File: config.mk
export PLATFORM = sky130hd
export DESIGN_NAME = quadrature_wheel_decoder
export DESIGN_NICKNAME = d
export VERILOG_FILES = /design/src/verilog/qw_pkg.sv /design/src/verilog/quadrature_wheel_decoder.sv /design/src/verilog/phase_debouncer.sv
export VERILOG_INCLUDE_DIRS = /design/src /design/src/verilog
export SDC_FILE = /design/constraint.sdc
export NUM_CORES = 1
export LEC_CHECK = 0
export BUFFER_PORTS_ARGS = -buffer_cell sky130_fd_sc_hd__buf_4
export CORE_MARGIN = 4
export CORE_UTILIZATION = 25
export CTS_BUF_LIST = sky130_fd_sc_hd__clkbuf_2 sky130_fd_sc_hd__clkbuf_4 sky130_fd_sc_hd__clkbuf_8
export CTS_CLUSTER_SIZE = 24
export DETAILED_ROUTE_END_ITERATION = 8
export MAX_ROUTING_LAYER = met4
export PLACE_DENSITY = 0.5
export SLEW_MARGIN = 10
export SYNTH_ARGS = -nofsm -noshare
export SYNTH_HDL_FRONTEND = slang
export SYNTH_SLANG_ARGS = --single-unit
File: constraint.sdc
create_clock -name SYS_CLK -period 3.45 [get_ports SYS_CLK]
set_input_delay 0.345 -clock SYS_CLK [delete_from_list [all_inputs] [get_ports SYS_CLK]]
set_output_delay 0.345 -clock SYS_CLK [all_outputs]
set_load 0.01 [all_outputs]
File: src/verilog/qw_cfg.svh
/*
 * Constants of the wheel quadrature decoder: register indices, field
 * positions, reset values and timing counts.
 * Assumes: included by bare name; byte address of a register is 4 * index.
 */
`ifndef QW_CFG_SVH
`define QW_CFG_SVH

// clocking
`define QW_SYS_CLK_HZ   100000000
`define QW_SLOW_CLK_HZ  32000
`define QW_SLOW_DIV     (`QW_SYS_CLK_HZ / `QW_SLOW_CLK_HZ)
`define QW_DIV_W        12

// debounce window = base * 2^(n+1) slow ticks
`define QW_WIN_BASE     3
`define QW_WIN_W        10

// bus
`define QW_ADDR_W       12
`define QW_IDX_W        10

// register indices
`define QW_IDX_RESET    10'h060
`define QW_IDX_SNAPSHOT 10'h0D0
`define QW_IDX_FILTER   10'h0D1
`define QW_IDX_SEL_A    10'h0D2
`define QW_IDX_SEL_B    10'h0D3
`define QW_IDX_MODE     10'h0D7
`define QW_IDX_LOAD     10'h0D8

// field positions
`define QW_BIT_DEC_RST  5
`define QW_BIT_POLA     4
`define QW_BIT_SHUTTLE  5

// reset values
`define QW_RST_RESET    8'h00
`define QW_RST_FILTER   8'h00
`define QW_RST_SEL_A    3'h0
`define QW_RST_SEL_B    3'h1
`define QW_RST_MODE     1'h1
`define QW_RST_COUNT    8'h00
`define QW_RST_DEC_RST  1'h0
`define QW_RST_FILT     3'h0
`define QW_RST_POLA     1'h0
`define QW_RST_SHUTTLE  1'h0

`endif

File: src/verilog/qw_pkg.sv
/*
 * Types of the wheel quadrature decoder.
 * Assumes: qw_cfg.svh is on the include path.
 */
`include "qw_cfg.svh"

package qw_pkg;

    typedef struct packed {
        logic [2:0] filt;
        logic       pola;
        logic       shuttle;
        logic [2:0] sel_a;
        logic [2:0] sel_b;
        logic       double_mode;
        logic       dec_rst;
    } cfg_t;

    typedef enum logic [1:0] {STEP_NONE, STEP_UP, STEP_DOWN} step_t;

    function automatic logic [`QW_WIN_W-1:0] window_ticks(input logic [2:0] n);
        window_ticks = `QW_WIN_W'(`QW_WIN_BASE) << (n + 4'h1);
    endfunction : window_ticks

endpackage : qw_pkg

File: src/verilog/quadrature_wheel_decoder.sv
/*
 * Wheel quadrature decoder with APB register access.
 * Assumes: PIN_IN comes from pads outside the SYS_CLK domain; APB master
 * on SYS_CLK; a 32 kHz step rate is derived here from SYS_CLK.
 */
`timescale 1ns/100ps
`default_nettype none

module quadrature_wheel_decoder
    import qw_pkg::*;
(
    input  wire logic                  SYS_CLK,
    input  wire logic                  RST,
    input  wire logic                  PSEL,
    input  wire logic                  PENABLE,
    input  wire logic                  PWRITE,
    input  wire logic [`QW_ADDR_W-1:0] PADDR,
    input  wire logic [31:0]           PWDATA,
    input  wire logic [3:0]            PSTRB,
    output var  logic [31:0]           PRDATA,
    output var  logic                  PREADY,
    output var  logic                  PSLVERR,
    input  wire logic [7:0]            PIN_IN
);

    function automatic logic addr_is(input logic [`QW_ADDR_W-1:0] a,
                                     input logic [`QW_IDX_W-1:0]  idx);
        addr_is = (a == {idx, 2'b00});
    endfunction : addr_is

    cfg_t                 cfg_q;
    logic [7:0]           pin_s1_q;
    logic [7:0]           pin_s2_q;
    logic                 a_raw_q;
    logic                 b_raw_q;
    logic [`QW_DIV_W-1:0] div_q;
    logic                 tick_q;
    logic                 a_clean;
    logic                 b_clean;
    logic                 a_prev_q;
    logic                 b_prev_q;
    step_t                step;
    logic [7:0]           count_q;
    logic [7:0]           snap_q;
    logic                 load_q;
    logic                 setup;
    logic                 acc;
    logic                 wr;
    logic                 rd_snap;
    logic                 wr_load;
    logic                 hit;
    logic [31:0]          rd_mux;

    ////////////////////////////////////////////////////////////////////////
    // pad synchronisers and phase pin selection
    always_ff @(posedge SYS_CLK or posedge RST)
    begin
        if (RST)
        begin
            pin_s1_q <= 8'h00;
            pin_s2_q <= 8'h00;
        end
        else
        begin
            pin_s1_q <= PIN_IN;
            pin_s2_q <= pin_s1_q;
        end
    end

    // PIN_IN order: A2,A3,B6,B7,C2,C3,D6,D7; pola inverts idle-high inputs
    always_ff @(posedge SYS_CLK or posedge RST)
    begin
        if (RST)
        begin
            a_raw_q <= 1'b0;
            b_raw_q <= 1'b0;
        end
        else
        begin
            a_raw_q <= pin_s2_q[cfg_q.sel_a] ^ cfg_q.pola;
            b_raw_q <= pin_s2_q[cfg_q.sel_b] ^ cfg_q.pola;
        end
    end

    ////////////////////////////////////////////////////////////////////////
    // slow step tick
    always_ff @(posedge SYS_CLK or posedge RST)
    begin
        if (RST)
        begin
            div_q  <= '0;
            tick_q <= 1'b0;
        end
        else
        begin
            tick_q <= (div_q == `QW_DIV_W'(`QW_SLOW_DIV - 1));
            if (div_q == `QW_DIV_W'(`QW_SLOW_DIV - 1))
                div_q <= '0;
            else
                div_q <= div_q + `QW_DIV_W'(1);
        end
    end

    ////////////////////////////////////////////////////////////////////////
    // debounce
    phase_debouncer u_deb_a (
        .clk     (SYS_CLK),
        .rst     (RST),
        .tick    (tick_q),
        .filt    (cfg_q.filt),
        .raw     (a_raw_q),
        .clean_q (a_clean)
    );

    phase_debouncer u_deb_b (
        .clk     (SYS_CLK),
        .rst     (RST),
        .tick    (tick_q),
        .filt    (cfg_q.filt),
        .raw     (b_raw_q),
        .clean_q (b_clean)
    );

    ////////////////////////////////////////////////////////////////////////
    // edge decode
    always_ff @(posedge SYS_CLK or posedge RST)
    begin
        if (RST)
        begin
            a_prev_q <= 1'b0;
            b_prev_q <= 1'b0;
        end
        else
        begin
            a_prev_q <= a_clean;
            b_prev_q <= b_clean;
        end
    end

    // both phases moving at once carries no direction: ignored
    always_comb
    begin
        step = STEP_NONE;
        if ((a_clean != a_prev_q) ^ (b_clean != b_prev_q))
        begin
            if (cfg_q.double_mode)
            begin
                if (a_clean != a_prev_q)
                    step = (a_clean != b_clean) ? STEP_UP : STEP_DOWN;
                else
                    step = (a_clean == b_clean) ? STEP_UP : STEP_DOWN;
            end
            else if (a_clean == b_clean)
                step = (b_clean != b_prev_q) ? STEP_UP : STEP_DOWN;
        end
    end

    ////////////////////////////////////////////////////////////////////////
    // live counter, hidden from the bus
    always_ff @(posedge SYS_CLK or posedge RST)
    begin
        if (RST)
            count_q <= `QW_RST_COUNT;
        else if (cfg_q.dec_rst)
            count_q <= 8'h00;
        else
        begin
            case (step)
                STEP_UP:   count_q <= count_q + 8'h01;
                STEP_DOWN: count_q <= count_q - 8'h01;
                STEP_NONE: count_q <= count_q;
                default:   count_q <= count_q;
            endcase
        end
    end

    ////////////////////////////////////////////////////////////////////////
    // APB decode
    assign setup   = PSEL & ~PENABLE;
    assign acc     = PSEL & PENABLE & PREADY;
    assign wr      = acc & PWRITE & PSTRB[0];
    assign rd_snap = acc & ~PWRITE & addr_is(PADDR, `QW_IDX_SNAPSHOT);
    assign wr_load = wr & addr_is(PADDR, `QW_IDX_LOAD) & PWDATA[0];
    assign hit     = addr_is(PADDR, `QW_IDX_RESET) | addr_is(PADDR, `QW_IDX_SNAPSHOT)
                   | addr_is(PADDR, `QW_IDX_FILTER) | addr_is(PADDR, `QW_IDX_SEL_A)
                   | addr_is(PADDR, `QW_IDX_SEL_B) | addr_is(PADDR, `QW_IDX_MODE)
                   | addr_is(PADDR, `QW_IDX_LOAD);

    always_comb
    begin
        rd_mux = 32'h0000_0000;
        if (addr_is(PADDR, `QW_IDX_RESET))
            rd_mux[`QW_BIT_DEC_RST] = cfg_q.dec_rst;
        else if (addr_is(PADDR, `QW_IDX_SNAPSHOT))
            rd_mux[7:0] = snap_q;
        else if (addr_is(PADDR, `QW_IDX_FILTER))
        begin
            rd_mux[2:0]              = cfg_q.filt;
            rd_mux[`QW_BIT_POLA]     = cfg_q.pola;
            rd_mux[`QW_BIT_SHUTTLE]  = cfg_q.shuttle;
        end
        else if (addr_is(PADDR, `QW_IDX_SEL_A))
            rd_mux[2:0] = cfg_q.sel_a;
        else if (addr_is(PADDR, `QW_IDX_SEL_B))
            rd_mux[2:0] = cfg_q.sel_b;
        else if (addr_is(PADDR, `QW_IDX_MODE))
            rd_mux[0] = cfg_q.double_mode;
        else if (addr_is(PADDR, `QW_IDX_LOAD))
            rd_mux[0] = load_q;
    end

    // answer registered in setup, so access phase always completes in one cycle
    always_ff @(posedge SYS_CLK or posedge RST)
    begin
        if (RST)
        begin
            PREADY  <= 1'b0;
            PSLVERR <= 1'b0;
            PRDATA  <= 32'h0000_0000;
        end
        else
        begin
            PREADY  <= setup;
            PSLVERR <= setup & ~hit;
            PRDATA  <= (setup & ~PWRITE) ? rd_mux : 32'h0000_0000;
        end
    end

    ////////////////////////////////////////////////////////////////////////
    // configuration registers
    always_ff @(posedge SYS_CLK or posedge RST)
    begin
        if (RST)
        begin
            cfg_q.dec_rst     <= `QW_RST_DEC_RST;
            cfg_q.filt        <= `QW_RST_FILT;
            cfg_q.pola        <= `QW_RST_POLA;
            cfg_q.shuttle     <= `QW_RST_SHUTTLE;
            cfg_q.sel_a       <= `QW_RST_SEL_A;
            cfg_q.sel_b       <= `QW_RST_SEL_B;
            cfg_q.double_mode <= `QW_RST_MODE;
        end
        else if (wr)
        begin
            if (addr_is(PADDR, `QW_IDX_RESET))
                cfg_q.dec_rst <= PWDATA[`QW_BIT_DEC_RST];
            if (addr_is(PADDR, `QW_IDX_FILTER))
            begin
                cfg_q.filt    <= PWDATA[2:0];
                cfg_q.pola    <= PWDATA[`QW_BIT_POLA];
                cfg_q.shuttle <= PWDATA[`QW_BIT_SHUTTLE];
            end
            if (addr_is(PADDR, `QW_IDX_SEL_A))
                cfg_q.sel_a <= PWDATA[2:0];
            if (addr_is(PADDR, `QW_IDX_SEL_B))
                cfg_q.sel_b <= PWDATA[2:0];
            if (addr_is(PADDR, `QW_IDX_MODE))
                cfg_q.double_mode <= PWDATA[0];
        end
    end

    ////////////////////////////////////////////////////////////////////////
    // load strobe and snapshot
    always_ff @(posedge SYS_CLK or posedge RST)
    begin
        if (RST)
            load_q <= 1'b0;
        else
            load_q <= wr_load;
    end

    // load wins over read-clear
    always_ff @(posedge SYS_CLK or posedge RST)
    begin
        if (RST)
            snap_q <= `QW_RST_COUNT;
        else if (load_q)
            snap_q <= count_q;
        else if (rd_snap)
            snap_q <= 8'h00;
        else
            snap_q <= snap_q;
    end

    ////////////////////////////////////////////////////////////////////////
    pin_route_a: assert property (@(posedge SYS_CLK) disable iff (RST)
        $stable(cfg_q) |=> a_raw_q == $past(pin_s2_q[cfg_q.sel_a] ^ cfg_q.pola)
                           && b_raw_q == $past(pin_s2_q[cfg_q.sel_b] ^ cfg_q.pola))
        else $error("phase input not routed from selected pin");

    slow_tick_a: assert property (@(posedge SYS_CLK) disable iff (RST)
        tick_q |-> $past(div_q) == `QW_DIV_W'(`QW_SLOW_DIV - 1) ##1 !tick_q)
        else $error("slow tick out of period");

    snap_hold_a: assert property (@(posedge SYS_CLK) disable iff (RST)
        !load_q && !rd_snap |=> $stable(snap_q))
        else $error("snapshot moved without load or read");

    load_copy_a: assert property (@(posedge SYS_CLK) disable iff (RST)
        wr_load |=> load_q ##1 snap_q == $past(count_q))
        else $error("load did not copy live counter");

    load_self_a: assert property (@(posedge SYS_CLK) disable iff (RST)
        load_q && !wr_load |=> !load_q)
        else $error("load bit did not return to zero");

    read_clear_a: assert property (@(posedge SYS_CLK) disable iff (RST)
        rd_snap && !load_q |=> snap_q == 8'h00)
        else $error("snapshot not cleared after read");

    dec_reset_a: assert property (@(posedge SYS_CLK) disable iff (RST)
        cfg_q.dec_rst |=> count_q == 8'h00)
        else $error("decoder reset did not clear counter");

    double_step_a: assert property (@(posedge SYS_CLK) disable iff (RST)
        cfg_q.double_mode && !cfg_q.dec_rst
        && ((a_clean != a_prev_q) ^ (b_clean != b_prev_q))
        |=> (count_q - $past(count_q) == 8'h01) || ($past(count_q) - count_q == 8'h01))
        else $error("double mode edge did not move counter by one");

    common_gate_a: assert property (@(posedge SYS_CLK) disable iff (RST)
        !cfg_q.double_mode && (a_clean != b_clean) |=> $stable(count_q) || $past(cfg_q.dec_rst))
        else $error("common mode counted on mismatched phases");

    lead_dir_a: assert property (@(posedge SYS_CLK) disable iff (RST)
        !cfg_q.dec_rst && (b_clean != b_prev_q) && (a_clean == a_prev_q)
        && (a_clean == b_clean) |=> count_q == $past(count_q) + 8'h01)
        else $error("phase a leading did not count up");

    apb_answer_a: assert property (@(posedge SYS_CLK) disable iff (RST)
        setup |=> PREADY ##1 !PREADY || setup)
        else $error("apb answer not one cycle after setup");

endmodule : quadrature_wheel_decoder

`default_nettype wire

File: src/verilog/phase_debouncer.sv
/*
 * Debounce filter for one phase input, stepped by the slow tick.
 * Assumes: raw is already synchronised to clk; tick is one cycle wide.
 */
`timescale 1ns/100ps
`default_nettype none

module phase_debouncer
    import qw_pkg::*;
(
    input  wire logic       clk,
    input  wire logic       rst,
    input  wire logic       tick,
    input  wire logic [2:0] filt,
    input  wire logic       raw,
    output var  logic       clean_q
);

    logic [`QW_WIN_W-1:0] cnt_q;
    logic [`QW_WIN_W-1:0] th;

    assign th = window_ticks(filt);

    ////////////////////////////////////////////////////////////////////////
    // new level must hold for the whole window before it is taken
    always_ff @(posedge clk or posedge rst)
    begin
        if (rst)
        begin
            cnt_q   <= '0;
            clean_q <= 1'b0;
        end
        else if (tick)
        begin
            if (raw == clean_q)
                cnt_q <= '0;
            else if (cnt_q == th - `QW_WIN_W'(1))
            begin
                clean_q <= raw;
                cnt_q   <= '0;
            end
            else
                cnt_q <= cnt_q + `QW_WIN_W'(1);
        end
    end

    ////////////////////////////////////////////////////////////////////////
    debounce_window_a: assert property (@(posedge clk) disable iff (rst)
        $changed(clean_q) |-> $past(tick) && ($past(cnt_q) == $past(th) - `QW_WIN_W'(1)))
        else $error("phase level taken before window elapsed");

    debounce_stable_a: assert property (@(posedge clk) disable iff (rst)
        tick && (raw == clean_q) |=> cnt_q == '0)
        else $error("debounce count not cleared on matching level");

endmodule : phase_debouncer

`default_nettype wire

Word level (Yosys, flattened, before mapping)
Index checks and enable logic that the tools add are counted.
{"block": "classes", "n_addsub": 7, "n_lt_le_gt_ge": 2, "eq_ne": 18, "n_shift": 1, "n_mux": 35, "bitwise_logic": 25, "n_reduce_logical": 9}
{"operator": "$eq 12x10->1 const B", "count": 6}
{"operator": "$mux 10", "count": 4}
{"operator": "$mux 8", "count": 4}
{"operator": "$mux 2", "count": 12}
{"operator": "$add 10x1->10 const B", "count": 2}
{"operator": "$eq 10x10->1", "count": 2}
{"operator": "$pmux 8 s2", "count": 1}
{"operator": "$add 12x1->12 const B", "count": 1}
{"operator": "$eq 12x12->1 const B", "count": 1}
{"operator": "$eq 12x9->1 const B", "count": 1}
{"operator": "$mux 12", "count": 1}
{"operator": "$and 1x1->1", "count": 11}
{"operator": "$reduce_and 2->1", "count": 5}
{"operator": "$shl 2x4->10 const A", "count": 1}
{"operator": "$sub 10x1->10 const B", "count": 1}
{"operator": "$mux 3", "count": 3}
{"operator": "$add 8x1->8 const B", "count": 1}
{"operator": "$lt 3x4->1 const B", "count": 2}
{"operator": "$sub 8x1->8 const B", "count": 1}
{"operator": "$mux 1", "count": 7}
{"operator": "$bmux 1 s3", "count": 2}
{"operator": "$or 1x1->1", "count": 6}
{"operator": "$reduce_and 3->1", "count": 2}
{"operator": "$mux 5", "count": 1}
{"operator": "9 further kinds", "count": 19}
{"block": "totals", "register_bits": 95, "output_inout_bits": 34, "elab_cells": 122}

Longest topological paths before layout
{"block": "depth", "ltp_word": 9, "depth_mapped": 17}

Cells and area by module
Synthesis repeated with hierarchy kept, for this count alone.
{"block": "unflattened", "hier_cells": 580, "hier_area_um2": 5855.6}
{"mod": "quadrature_wheel_decoder", "instances": 1, "cells_per_inst": 312, "area_each_um2": 3562.2, "seq_area_each_um2": 1829.3}
{"mod": "phase_debouncer (u_deb_a)", "instances": 1, "cells_per_inst": 136, "area_each_um2": 1192.4, "seq_area_each_um2": 275.3}
{"mod": "phase_debouncer (u_deb_b)", "instances": 1, "cells_per_inst": 132, "area_each_um2": 1101.1, "seq_area_each_um2": 275.3}

Least setup slack after synthesis
No wires, ideal clock.
{"block": "synth_timing", "path_kind": "register to register", "from": "register, netlist name cfg_q[10]", "to": "register u_deb_b.cnt_q[9]", "setup_ps": 134, "t_arrival_ps": 3500, "path_slack_ps": -184, "stages_incl_launch_ff": 17, "path_buffers": 6, "synth_period_minus_slack_ps": 3634, "path_cell_list": "dfrtp_1 > buf_2 > buf_2 > inv_1 > ha_1 > buf_4 > clkbuf_1 > nand2_1 > ha_1 > buf_2 > xnor2_1 > xor2_1 > or4_4 > o31ai_4 > buf_6 > a2bb2oi_2 > o41ai_2"}
{"block": "synth_between", "elab_chain_len": 6}
{"item": "$add 3x1->4", "line_no": "qw_pkg.sv:22", "rtl": "window_ticks = `QW_WIN_W'(`QW_WIN_BASE) << (n + 4'h1);"}
{"item": "$shl 2x4->10 (no line)"}
{"item": "$sub 10x1->10", "line_no": "phase_debouncer.sv:37", "rtl": "else if (cnt_q == th - `QW_WIN_W'(1))"}
{"item": "$eq 10x10->1", "line_no": "phase_debouncer.sv:37"}
{"item": "$mux 10", "line_no": "phase_debouncer.sv:37"}
{"item": "$mux 10", "line_no": "phase_debouncer.sv:35", "rtl": "if (raw == clean_q)"}
{"item": "to (signal assigned)", "line_no": "phase_debouncer.sv:43", "rtl": "cnt_q <= cnt_q + `QW_WIN_W'(1);"}
{"item": "to (decl)", "line_no": "phase_debouncer.sv:19", "rtl": "logic [`QW_WIN_W-1:0] cnt_q;"}
No other way between the ends.
A chain may end at the register's enable or synchronous reset.

Final worst setup path
{"block": "layout_timing", "from": "register, netlist name cfg_q[10]", "to": "register u_deb_a.clean_q"}
{"block": "layout_between", "elab_chain_len": 5}
{"item": "$add 3x1->4", "line_no": "qw_pkg.sv:22"}
{"item": "$shl 2x4->10 (no line)"}
{"item": "$sub 10x1->10", "line_no": "phase_debouncer.sv:37"}
{"item": "$eq 10x10->1", "line_no": "phase_debouncer.sv:37"}
{"item": "$reduce_and 3->1 (no line)"}
{"item": "to (signal assigned)", "line_no": "phase_debouncer.sv:39", "rtl": "clean_q <= raw;"}
{"item": "to (decl)", "line_no": "phase_debouncer.sv:16", "rtl": "output var logic clean_q"}
No other way between the ends.

==> metrics.md <==
| Metric | Value |
|---|---|
| PD cells | 314 mW/mm2 |
| Number of max-cap violations | 0 |
| Sequential area share after synthesis | 42.9% |
| First-pass GRT wire length | between 20 and 25 mm |
| Final Hold Viols | 0 |
| Part of the power in combinational logic | between 4 and 5% |
| Synth top area cells | dfrtp_1, xnor2_1, buf_4, mux2_2, ha_1 |
| Clock Power Share | between 30% and 40% |
| Tightest Pin Transition | roughly 1000 ps |
| Max clock buf depth | 2 |
| Top-count cell post-synth | dfrtp_1 |
| Worst-path cell chain | buf_4 -> inv_1 -> ha_4 -> buf_4 -> a221o_2 -> a21o_1 -> and3_1 -> o32ai_2 -> nand4_1 -> nor2_1 -> mux2_2 |
| Initial Utilization | 25.4% |
| GR Overflow Total | 0 |
| Die area | ~0.025 mm2 |
| DIE WIDTH | ~160 um |
| Psw | ~460 uW |
| Drt total wl | about 12 mm |
| Inserted Diodes | 0 |
| FF+latch count, synth | 95 |
| CP dominant cell by count | buf_4 |
| Vias/cell | 4.71 |
| Pre-antenna DRT Iters | 4 |
| Final ANT Viol Nets | 0 |
| Num CTS Buffers | 9 |
| Met2 WL | 5.89 mm |
| Sequential share of power | a little under three fifths |
| Worst rel slew slack | a little under a third |
| Worst-path clk slew | around 90 ps |
| Layout fillers | 2249 |
| Vias | between 4k and 5k |
| I/O pins | 95 |
| Post-synth top cells | dfrtp_1, nor2_1, buf_4 |
| Area of the multi-input gates | between 0.002 and 0.003 mm2 |
| Fin crit share | between 90% and 100% |
| Hold path cells | 1 |
| Fmax | 0.305 GHz |
| Worst slack at placement | about 79 ps |
| Placement Rows | 54 |
| Cell-internal power | 1.54 mW |
| Leakage | about 2.8 nW |
| Crit path max-delay cell type | a221o_2 |
| Drt drc | 0 |
| Post-Synthesis Cells | 540 |
| Worst skew pair latency | around 380 ps |
| Crit path DAT | between 3000 and 4000 ps |
| Largest area contributor in the netlist | dfrtp_1 |
| Worst r2r src | cfg_q[10] |
| Worst setup path class | reg2reg |
| Initial antenna violation count | 0 |
| CTS tree | done |
| Status | finished, final reports clean |
| Worst reg-to-reg path cell count | 11 |
| Largest net degree at the start of global routing | 96 |
| H-tree lvl count | 3 |
| Share of cells above drive strength 1 | between 20% and 30% |
| Core region area | 0.0218 mm2 |
| Final setup viols | 0 |
| Max-slew violations | 0 |
| Clk sinks | 95 |
| Hold Path Origin | PIN_IN[0] |
| DP HPWL | between 8 and 9 mm |
| Met3 WL | between 300 and 400 um |
| Mapped Area | 0.00554 mm2 |
| Final worst slack | around 180 ps |
| Total negative slack | 0 ps |
| RSZ-0062 raised after global routing | no |
| Async SR Flop Fraction | 100% |
| Wire length on met1 | between 5 and 6 mm |
| Fin crit period | 3270 ps |
| Setup crit end kind | flip-flop |
| Synth warn | 0 |
| VDD IR max | roughly 230 uV |
| Clock Skew | around 12 ps |
| HP Class | in2reg |
| Slowest stage delay, CP | ~480 ps |
| Wire per inst | 13.9 um |
| GPL Wtd Cong | 0.821 |
| Clock root buffer | clkbuf_8 |
| Port buffer count | 40 |
| Hold endpoint | pin_s1_q[0] |
| Die Ht | around 160 um |
| GRT Total Usage | around a tenth |
| Nets | ~660 |
| DR iter-0 viols | between 150 and 200 |
| Synth Area per Inst | slightly above 10 um2 |
| # hold bufs at CTS | 0 |
| Net Sw Frac | 23.2% |
| Vias in the first global route | approximately 4.1k |
| Prevailing post-synth register cell | dfrtp_1 |
| Critical Path RT | 3710 ps |
| Top Layer Used | met4 |
| Worst-path fanout max | 12 |
| Post-synth EDFFs | 0 |
| Register area | about 0.0024 mm2 |
| Distinct cells, synth | about 80 |
| Area grow syn2layout | 15.1% |
| Setup crit start kind | flip-flop |
| Worst r2r dst | u_deb_a.clean_q |
| R2R Setup Slk | ~180 ps |
| Post-synth top area share | a little over two fifths |
-- routing by layer --
| layer | GRT usage, % | up-vias |
|---|---|---|
| li1 | - | 2002 |
| met1 | 13.8 | 2024 |
| met2 | 16.9 | 61 |
| met3 | 1.91 | 10 |
| met4 | 3.22 | 0 |
| met5 | - | - |
-- layout make-up --
type	count	area share (%)
flip-flops and latches	95	37.3
clock buffers	12	2.39
well taps	280	5.49
multi-input cells	399	45.4
inverters	22	1.31
repair buffers	58	7.22
clock inverters	4	0.824
-- worst max-delay path, delay by kind of cell, from the launching register on --
kind / cells / cell delay, ps
adders and majority gates: 1 / 260
buffers and inverters: 3 / 530
muxes: 1 / 350
and+or+nand+nor: 3 / 570
DFF: 1 / 440
AOI/OAI and AO/OA: 3 / 1000
-- power by group through the flow --
stage	sequential, mW	combinational, mW	clock [mW]
6_report	1.13	0.0968	0.776
5_1_grt	1.13	0.110	0.853
4_1_cts	1.13	0.0985	0.804
3_5_place_dp	1.15	0.0986	0
3_3_place_gp	1.15	0.0970	0
2_1_floorplan	1.15	0.0697	0
-- worst max-delay path by stage --
stage | start | to | slack, ps
after floorplan | cfg_q[10] | u_deb_b.cnt_q[9] | 2
after global placement | cfg_q[10] | u_deb_b.cnt_q[0] | 150
after detailed placement | cfg_q[10] | u_deb_b.cnt_q[0] | 80
after CTS | cfg_q[10] | u_deb_b.cnt_q[0] | 50
after global routing | u_deb_a.clean_q | count_q[7] | 40
final | cfg_q[10] | u_deb_a.clean_q | 180
-- placed cells by master (no fill, tap or decap), types with 10 or more instances in the layout --
master / Yosys / routed
a21oi_1: 23 / 22
and3_1: 12 / 12
buf_4: 26 / 56
clkbuf_8: 0 / 10
conb_1: 1 / 24
dfrtp_1: 93 / 93
ha_1: 14 / 13
inv_1: 21 / 20
mux2_2: 16 / 16
mux2i_1: 15 / 15
nand2_1: 25 / 25
nand3_1: 25 / 25
nor2_1: 44 / 44
nor3_1: 11 / 11
o21ai_0: 10 / 10
xnor2_1: 23 / 22
xor2_1: 13 / 13
-- kinds of logic after synthesis --
family / after synthesis / synth area share, %
simple gates: 176 / 17.1
compound gates: 109 / 14.9
flops: 95 / 42.9
buf+inv: 69 / 6.89
xor+xnor: 39 / 6.71
mux: 36 / 7.86
fa+ha+maj: 15 / 3.52
other cells: 1 / 0.0677
-- sequential cells by signal, indices dropped and copies added, names as in the netlist, 8 cells and up --
name / cells
div_q: 12
u_deb_b.cnt_q: 10
pin_s1_q: 8
cfg_q: 13
snap_q: 8
count_q: 8
pin_s2_q: 8
u_deb_a.cnt_q: 10
PRDATA: 8
-- through the flow --
step                instances  hold WS [ps]  power, mW  util [%]  instance area (um2)
detailed placement        854           335       1.25      28.2                 6150
global placement          854           338       1.25      28.2                 6150
finish                    870          67.8       2.00      29.2                 6380
global route              870          33.0       2.09      29.2                 6380
CTS                       870          43.4       2.03      29.1                 6350
floorplan                 563           331       1.22         -                 5640
-- repair_timing --
action,CTS,global route
setup buffers,0,0
setup endpoints to repair,0,8
resized for setup,0,4
Power figures use the tool's default switching activity.
